===== src/rtl/ttu_pkg.sv =====
// Overview of operation
// Three independent timers advance on a tick that comes every fourth processor clock.
// While power save is asserted the tick rate drops further, as the slowed system clock would.
// Each timer has its own control word, written by software, that selects its behaviour.
// The first two timers hold two separately loaded compare values, A and B.
// In dual compare mode the output is high while counting to A, then low while counting to B.
// The prescale timer's terminal count can be chosen as the count source of either other timer.
// The prescale timer acts like the others but has only compare value A and no output pin.
// On reaching full count with interrupt enable set, a timer raises its interrupt request.
// Each control word carries a full count flag that software can poll.
// Every count value is readable at any time without disturbing the counting.
// On the tick after the count reaches the active compare value it returns to zero, and goes on unless a one-shot timer has finished.
// The full count flag stays set until software writes the control word.
package ttu_pkg;
   localparam int         TIMERS    = 3;
   localparam int         COUNT_W   = 16;
   localparam int         BASE_DIV  = 4;
   localparam int         PS_DIV    = 8;
   // ------------------------------------------------------------
   // Control word fields
   // ------------------------------------------------------------
   localparam int         CTL_EN    = 0;
   localparam int         CTL_IE    = 1;
   localparam int         CTL_CONT  = 2;
   localparam int         CTL_DUAL  = 3;
   localparam int         CTL_PRE   = 4;
   localparam int         CTL_FLAG  = 5;
   localparam int         CTL_W     = 6;
   localparam logic [4:0] CTL_RESET = 5'h00;
endpackage


===== src/rtl/ttu_chan_if.sv =====
interface ttu_chan_if #(parameter int W = 16);
   logic         tick;
   logic         enable;
   logic         ie;
   logic         cont;
   logic         dual;
   logic         ctl_wr;
   logic [W-1:0] cmp_a;
   logic [W-1:0] cmp_b;
   logic [W-1:0] count;
   logic         out;
   logic         flag;
   logic         irq;
   logic         done;
   modport ctrl (output tick, enable, ie, cont, dual, ctl_wr, cmp_a, cmp_b,
                 input  count, out, flag, irq, done);
   modport chan (input  tick, enable, ie, cont, dual, ctl_wr, cmp_a, cmp_b,
                 output count, out, flag, irq, done);
endinterface


===== src/rtl/ttu_chan.sv =====
module ttu_chan #(
   parameter bit HAS_B = 1'b1,
   parameter int W     = 16
) (
   input wire logic clk,
   input wire logic reset,
   ttu_chan_if.chan c
);
   logic         phase_b;
   logic         halted;
   logic         dual_eff;
   logic [W-1:0] max_now;
   logic         at_max;
   logic         step;
   logic         next_phase;

   assign dual_eff   = HAS_B && c.dual;
   assign max_now    = (dual_eff && phase_b) ? c.cmp_b : c.cmp_a;
   assign at_max     = (c.count == max_now);
   assign step       = c.tick && c.enable && !halted;
   assign next_phase = (step && at_max && dual_eff) ? !phase_b : (dual_eff && phase_b);

   // ------------------------------------------------------------
   // Counter
   // ------------------------------------------------------------
   always_ff @(posedge clk or posedge reset) begin
      if (reset) begin
         c.count <= '0;
      end else if (step) begin
         c.count <= at_max ? '0 : c.count + 1'b1;
      end
   end

   always_ff @(posedge clk or posedge reset) begin
      if (reset) begin
         phase_b <= 1'b0;
         c.out   <= 1'b1;
      end else begin
         phase_b <= next_phase;
         c.out   <= !next_phase;
      end
   end

   // One-shot mode stops after its last compare; a control write rearms it
   always_ff @(posedge clk or posedge reset) begin
      if (reset) begin
         halted <= 1'b0;
      end else if (step && at_max && !c.cont && (!dual_eff || phase_b)) begin
         halted <= 1'b1;
      end else if (c.ctl_wr) begin
         halted <= 1'b0;
      end
   end

   // Set beats a clear in the same cycle so no terminal count is lost
   always_ff @(posedge clk or posedge reset) begin
      if (reset) begin
         c.flag <= 1'b0;
         c.irq  <= 1'b0;
         c.done <= 1'b0;
      end else begin
         c.done <= step && at_max;
         if (step && at_max) begin
            c.flag <= 1'b1;
         end else if (c.ctl_wr) begin
            c.flag <= 1'b0;
         end
         c.irq <= c.ie && ((step && at_max) || (c.flag && !c.ctl_wr));
      end
   end
endmodule


===== src/rtl/ttu_top.sv =====
module ttu_top #(
   parameter int W      = ttu_pkg::COUNT_W,
   parameter int PS_DIV = ttu_pkg::PS_DIV
) (
   input  wire logic                                   clk,
   input  wire logic                                   reset,
   input  wire logic                                   power_save,
   input  wire logic [ttu_pkg::TIMERS-1:0]             ctl_wr,
   input  wire logic [4:0]                             ctl_wdata,
   input  wire logic [ttu_pkg::TIMERS-1:0][W-1:0]      compare_value_a,
   input  wire logic [1:0][W-1:0]                      compare_value_b,
   output logic      [ttu_pkg::TIMERS-1:0][W-1:0]      count,
   output logic      [ttu_pkg::TIMERS-1:0][ttu_pkg::CTL_W-1:0] ctl_read,
   output logic      [ttu_pkg::TIMERS-1:0]             full_count_flag,
   output logic      [ttu_pkg::TIMERS-1:0]             irq,
   output logic      [1:0]                             timer_out
);
   localparam int         NT      = ttu_pkg::TIMERS;
   localparam int         DIV_W   = $clog2(ttu_pkg::BASE_DIV);
   localparam int         PSW     = $clog2(PS_DIV);
   localparam logic [DIV_W-1:0] DIV_LAST = DIV_W'(ttu_pkg::BASE_DIV - 1);
   localparam logic [PSW-1:0]   PS_LAST  = PSW'(PS_DIV - 1);

   logic                  ps_meta;
   logic                  ps_sync;
   logic [DIV_W-1:0]      div_cnt;
   logic [PSW-1:0]        ps_cnt;
   logic                  base_tick;
   logic                  slow_tick;
   logic [NT-1:0][4:0]    ctl;

   ttu_chan_if #(.W(W)) ch [NT] ();

   // ------------------------------------------------------------
   // Power save pin synchroniser
   // ------------------------------------------------------------
   always_ff @(posedge clk or posedge reset) begin
      if (reset) begin
         ps_meta <= 1'b0;
         ps_sync <= 1'b0;
      end else begin
         ps_meta <= power_save;
         ps_sync <= ps_meta;
      end
   end

   // ------------------------------------------------------------
   // Count tick: quarter clock, slowed again in power save
   // ------------------------------------------------------------
   always_ff @(posedge clk or posedge reset) begin
      if (reset) begin
         div_cnt   <= '0;
         base_tick <= 1'b0;
      end else begin
         div_cnt   <= (div_cnt == DIV_LAST) ? '0 : div_cnt + 1'b1;
         base_tick <= (div_cnt == DIV_LAST);
      end
   end

   // The slowed rate is a fixed ratio; real clock scaling is outside this block
   always_ff @(posedge clk or posedge reset) begin
      if (reset) begin
         ps_cnt <= '0;
      end else if (!ps_sync) begin
         ps_cnt <= '0;
      end else if (base_tick) begin
         ps_cnt <= (ps_cnt == PS_LAST) ? '0 : ps_cnt + 1'b1;
      end
   end

   assign slow_tick = base_tick && (!ps_sync || ps_cnt == PS_LAST);

   // ------------------------------------------------------------
   // Control words
   // ------------------------------------------------------------
   always_ff @(posedge clk or posedge reset) begin
      if (reset) begin
         ctl <= {NT{ttu_pkg::CTL_RESET}};
      end else begin
         for (int i = 0; i < NT; i++) begin
            if (ctl_wr[i]) begin
               ctl[i] <= ctl_wdata;
            end
         end
      end
   end

   // ------------------------------------------------------------
   // Timer channels
   // ------------------------------------------------------------
   for (genvar i = 0; i < NT; i++) begin : g_tmr
      localparam bit HB = (i < 2);
      assign ch[i].enable = ctl[i][ttu_pkg::CTL_EN];
      assign ch[i].ie     = ctl[i][ttu_pkg::CTL_IE];
      assign ch[i].cont   = ctl[i][ttu_pkg::CTL_CONT];
      assign ch[i].dual   = ctl[i][ttu_pkg::CTL_DUAL];
      assign ch[i].ctl_wr = ctl_wr[i];
      assign ch[i].cmp_a  = compare_value_a[i];
      if (HB) begin : g_ab
         assign ch[i].cmp_b = compare_value_b[i];
         // Chaining through the prescale timer widens the range past one count
         assign ch[i].tick  = ctl[i][ttu_pkg::CTL_PRE] ? ch[NT-1].done : slow_tick;
         assign timer_out[i] = ch[i].out;
      end else begin : g_a
         assign ch[i].cmp_b = '0;
         assign ch[i].tick  = slow_tick;
      end
      assign count[i]           = ch[i].count;
      assign full_count_flag[i] = ch[i].flag;
      assign irq[i]             = ch[i].irq;
      assign ctl_read[i]        = {ch[i].flag, ctl[i]};

      ttu_chan #(
         .HAS_B (HB),
         .W     (W)
      ) u_chan (
         .clk   (clk),
         .reset (reset),
         .c     (ch[i])
      );
   end
endmodule


===== config.mk =====
export PLATFORM = sky130hd
export DESIGN_NAME = ttu_top
export DESIGN_NICKNAME = d
export VERILOG_FILES = /design/src/rtl/ttu_pkg.sv /design/src/rtl/ttu_chan_if.sv /design/src/rtl/ttu_chan.sv /design/src/rtl/ttu_top.sv
export SDC_FILE = /design/constraint.sdc
export NUM_CORES = 1
export LEC_CHECK = 0
export BUFFER_PORTS_ARGS = -buffer_cell sky130_fd_sc_hd__buf_2
export CORE_MARGIN = 2
export CORE_UTILIZATION = 35
export CTS_CLUSTER_DIAMETER = 120
export DETAILED_ROUTE_END_ITERATION = 6
export SLEW_MARGIN = 10
export SYNTH_ARGS = -nofsm -noshare
export SYNTH_HDL_FRONTEND = slang
export SYNTH_HIERARCHICAL = 1
export SYNTH_SLANG_ARGS = --single-unit

===== constraint.sdc =====
create_clock -name clk -period 2.47 [get_ports clk]
set_input_delay 0.1235 -clock clk [delete_from_list [all_inputs] [get_ports clk]]
set_output_delay 0.1235 -clock clk [all_outputs]
set_load 0.02 [all_outputs]

# Word level (Yosys, flattened, before mapping)
# Cells that the tools add are included.
# op_classes
add_sub_neg	5
n_eq_ne	6
mux	22
reduce_logical	53
# op_table
op	count
16-bit 2-to-1 mux	5
16-bit by 1-bit adder with 16-bit output (second input constant)	3
16-bit equality test	3
1-bit logical AND	25
1-bit zero test	16
1-bit 2-to-1 mux	13
2-bit nonzero test	6
3-bit 2-to-1 mux	3
1-bit logical OR	6
3-bit by 1-bit adder with 3-bit output (second input constant)	1
3-bit equality test (second input constant)	1
2-bit by 1-bit adder with 2-bit output (second input constant)	1
2-bit equality test (second input constant)	1
2-bit 2-to-1 mux	1
2-bit by 1-bit inequality test with 1-bit output (second input constant)	1
# word_totals
regBits	85
in_bits	91
out_inout_bits	74
elab_cells	111

# Depth between registers and ports, before layout
# logic_depth
word_depth	10
depth_mapped	11
mapped_depth_nobuf	10

# Hierarchy
# Netlist, hierarchy kept.
# modules_own_cells
module	n_inst	cells_each	area_per_inst_um2	seq_area_each_um2
ttu_chan (g_tmr[0].u_chan)	1	178	1587.8	551.8
ttu_chan (g_tmr[1].u_chan)	1	175	1557.7	551.8
ttu_chan (g_tmr[2].u_chan)	1	111	1114.8	500.5
ttu_top	1	71	994.7	575.6

# Worst setup path after synthesis
# Ideal clock, no wire load.
# synth_path
kind	register -> register
from	register ps_cnt[0]
to	register g_tmr[1].u_chan.c.count[15]
setup_ns	0.135
arrival_time_ns	2.242
required_time_ns	2.335
setup_slack_ns	0.092
stages_incl_launch_ff	12
path_buffers	1
period_less_slack_ns	2.378
cell_sequence	dfrtp_1 -> ha_1 -> ha_1 -> and2b_4 -> o21ai_1 -> and3b_1 -> clkbuf_1 -> and3_1 -> nand4_1 -> nor4_1 -> xnor2_1 -> nor2_1
# synth_via
elab_chain_len	6
# synth_rtl
item	line	text
start, declared	ttu_top.sv:27	logic [PSW-1:0] ps_cnt;
start signal, assigned	ttu_top.sv:67	ps_cnt <= (ps_cnt == PS_LAST) ? '0 : ps_cnt + 1'b1;
3-bit equality test	ttu_top.sv:71	assign slow_tick = base_tick && (!ps_sync || ps_cnt == PS_LAST);
1-bit logical OR	ttu_top.sv:71	
1-bit logical AND	ttu_top.sv:71	
1-bit 2-to-1 mux	ttu_top.sv:102	assign ch[i].tick = ctl[i][ttu_pkg::CTL_PRE] ? ch[NT-1].done : slow_tick;
named net ch[1].tick	ttu_chan_if.sv:2	logic tick;
1-bit logical AND (2 in series)	ttu_chan.sv:20	assign step = c.tick && c.enable && !halted;
end signal, assigned	ttu_chan.sv:30	c.count <= at_max ? '0 : c.count + 1'b1;
end, declared	ttu_chan_if.sv:18	output count, out, flag, irq, done);
# The timed path passes the listed nets, and every way through them passes these cells.
# A chain may end at the register's enable or synchronous reset.

# Worst setup path after layout
# layout_path
from	register ps_cnt[0]
to	register g_tmr[1].u_chan.c.count[12]
# Same word-level chain as after synthesis.

==> out/qor.txt <==
Run status = finished clean
Peak supply drop = 0.410 mV
Slowest cell on the critical path = dfrtp_1
Global route overflow = 0
Number of antenna violations at the first check in global routing = 0
Max_cap viols = 0
Placed instance area = 6140 µm²
Total of fill cells in the finished design = 1437
Power per Cell Area = 826 nW/µm²
Detailed placement HPWL = 11.6 mm
Number of buffers between clock root and the deepest sink = 2
Effective utilization at floorplan = 35.7%
Layout area overhead = 25.8%
Total number of vias = 4544
Overall routing resource usage = 18.7%
Synth Area per Inst = 9.79 µm²
Required time reported for the critical path endpoint = 2.70 ns
Count of buffers from port buffering = 164
CTS tree = built
Sink Count = 85
DIE WIDTH = 126 µm
Die area = 15800 µm²
Total count of max-transition violations in the final report = 0
Number of ports placed on the die boundary = 165
Antenna Diode Count = 0
Design area = 6530 µm²
Layout cells sized above 1 = 34.1%
FF+latch area = 2130 µm²
Capturing element type of the critical path = register
Final hold slack = 0.0581 ns
Critical path type = register to register
Routed WL = 14.6 mm
Global-route wire length before repair = 23.5 mm
Fin Clk Skew = 0.00873 ns
Delay of the slowest cell on the worst path = 0.37 ns
Startpoint type of the worst setup path = register
DRC marker count from the first detailed-route iteration = 305
Actual transition at the worst max-transition pin = 0.889 ns
Synth Instances = 530
Number of buffers inserted during clock tree synthesis = 9
Critical path cell sequence = ha_1 > ha_1 > and2b_4 > o21ai_1 > and3b_2 > nand4_1 > nor2_2 > nand4_1 > xnor2_1 > nor2b_1
Placeable core area = 14500 µm²
Total Nets Final = 793
Antenna Violating Nets Remaining = 0
Count of final hold-check violations = 0
Final critical delay including setup and external delays = 2.32 ns
Static leakage power = 3.03 nW
Clk root buf = clkbuf_16
Mapped Nets = 627
Post-synthesis cell area = 5190 µm²
Arr. time, crit path = 2.54 ns
First-pass iteration count of the detailed router = 5
Relative max-transition margin = 40.7%
Yosys warns = 6
Max frequency = 432 MHz
Placer Congestion = 0.906
# placed instances = 865
Combined area of the multi-input logic cells = 2760 µm²
Number of setup violations in the final report = 0
Worst skew pair latency = 0.35 ns
Via count of the first global-routing pass = 4562
Detail-routed net length per standard cell = 16.5 µm
Largest fanout of any net on the critical path = 4
Floorplan row count = 44
Ratio of routed vias to standard cells = 5.13
Largest net degree at the start of global routing = 24
H-tree levels = 3
DRC violations left = 0
Cell Count, Final, Fillers Out = 885
Floorplan die height = 126 µm
Worst reg-to-reg setup slack = 0.15 ns
Clock-pin slew on the worst setup and hold paths = 0.06 ns
Fraction of the cycle the final worst path needs = 93.7%
Hold Crit Class = input port to register
## cell type report
class | instances | area share, %
Clock buffer | 9 | 3.45
Clock inverter | 7 | 1.48
Inverter | 35 | 2.01
Multi-Input combinational cell | 384 | 42.3
Sequential cell | 85 | 32.6
Tap cell | 184 | 3.53
Timing Repair Buffer | 181 | 14.6
## report_power, final
part	switching, mW	internal (mW)	leakage [nW]
clock	0.574	0.893	0.161
combinational	1.10	0.750	1.89
sequential	0.432	1.65	0.974
## critical path, delay by kind of cell, from the launching register on
kind,cells,cell delay (ns)
fa+ha+maj,2,0.34
flops,1,0.37
xor+xnor,1,0.14
simple gates,6,1.18
compound gates,1,0.16
## path summary, 6_finish.rpt
| check | start | end | cells after the start |
|---|---|---|---|
| setup / recovery | ps_cnt[0] | g_tmr[1].u_chan/c.count[12] | 10 |
| hold / removal | ctl_wdata[2] | ctl_read[8] | 2 |
| setup reg to reg | ps_cnt[0] | g_tmr[1].u_chan/c.count[12] | 10 |
| hold reg to reg | ps_meta | ps_sync | 0 |
| max in group asynchronous | reset | ctl_read[6] | 3 |
| min in group asynchronous | reset | g_tmr[2].u_chan/halted | 3 |
## layer usage
layer	GRT usage, %	up-vias	wire, µm
li1	-	2175	-
met1	25.2	2171	6580
met2	29.3	169	6860
met3	4.55	29	834
met4	7.30	0	357
met5	0	-	0
## per-stage QoR
step | power, mW | worst slack, ns | utilization, % | setup TNS (ns)
floorplan | 3.20 | 0.0924 | - | 0
global placement | 3.92 | 0.140 | 42.3 | 0
detailed placement | 3.93 | 0.0892 | 42.3 | 0
CTS | 5.43 | 0.0536 | 44.6 | 0
global route | 5.73 | -0.0000155 | 44.9 | -0.0000155
finish | 5.39 | 0.154 | 44.9 | 0
## cells in the final DEF, fill, tap and decap left out, types with 4 or more instances in the layout
cell	instances
nor3_1	4
mux2_1	15
and3_1	13
clkbuf_16	9
a32oi_1	4
nand2_1	44
nor2b_1	13
a31oi_1	4
nor4_4	4
o21ai_0	7
dfrtp_1	83
o2bb2ai_1	6
nand3b_1	4
buf_4	15
xnor2_1	37
or2_2	5
ha_1	6
nor2_1	48
o22ai_1	5
xor2_1	34
mux2i_1	10
inv_1	35
o221ai_1	6
nand2b_1	10
nand4_1	11
nand3_1	17
nor4_1	9
buf_2	164
## flip-flops by register name, indices dropped and copies added, names as in the netlist, 2 cells and up
| signal | count |
|---|---|
| g_tmr.u_chan/c.out | 2 |
| g_tmr.u_chan/c.count | 48 |
| g_tmr.u_chan/c.irq | 3 |
| g_tmr.u_chan/halted | 3 |
| ps_cnt | 3 |
| g_tmr.u_chan/c.flag | 3 |
| g_tmr.u_chan/phase_b | 2 |
| div_cnt | 2 |
| ctl_read | 15 |
## timing repair
action	in CTS	in global routing
setup buffers	0	2
gates resized for setup	0	7
hold buffers	2	0
endpoints found under the setup margin	0	11
endpoints found under the hold margin	24	0
Note: power is estimated with default switching activity, not from simulation.
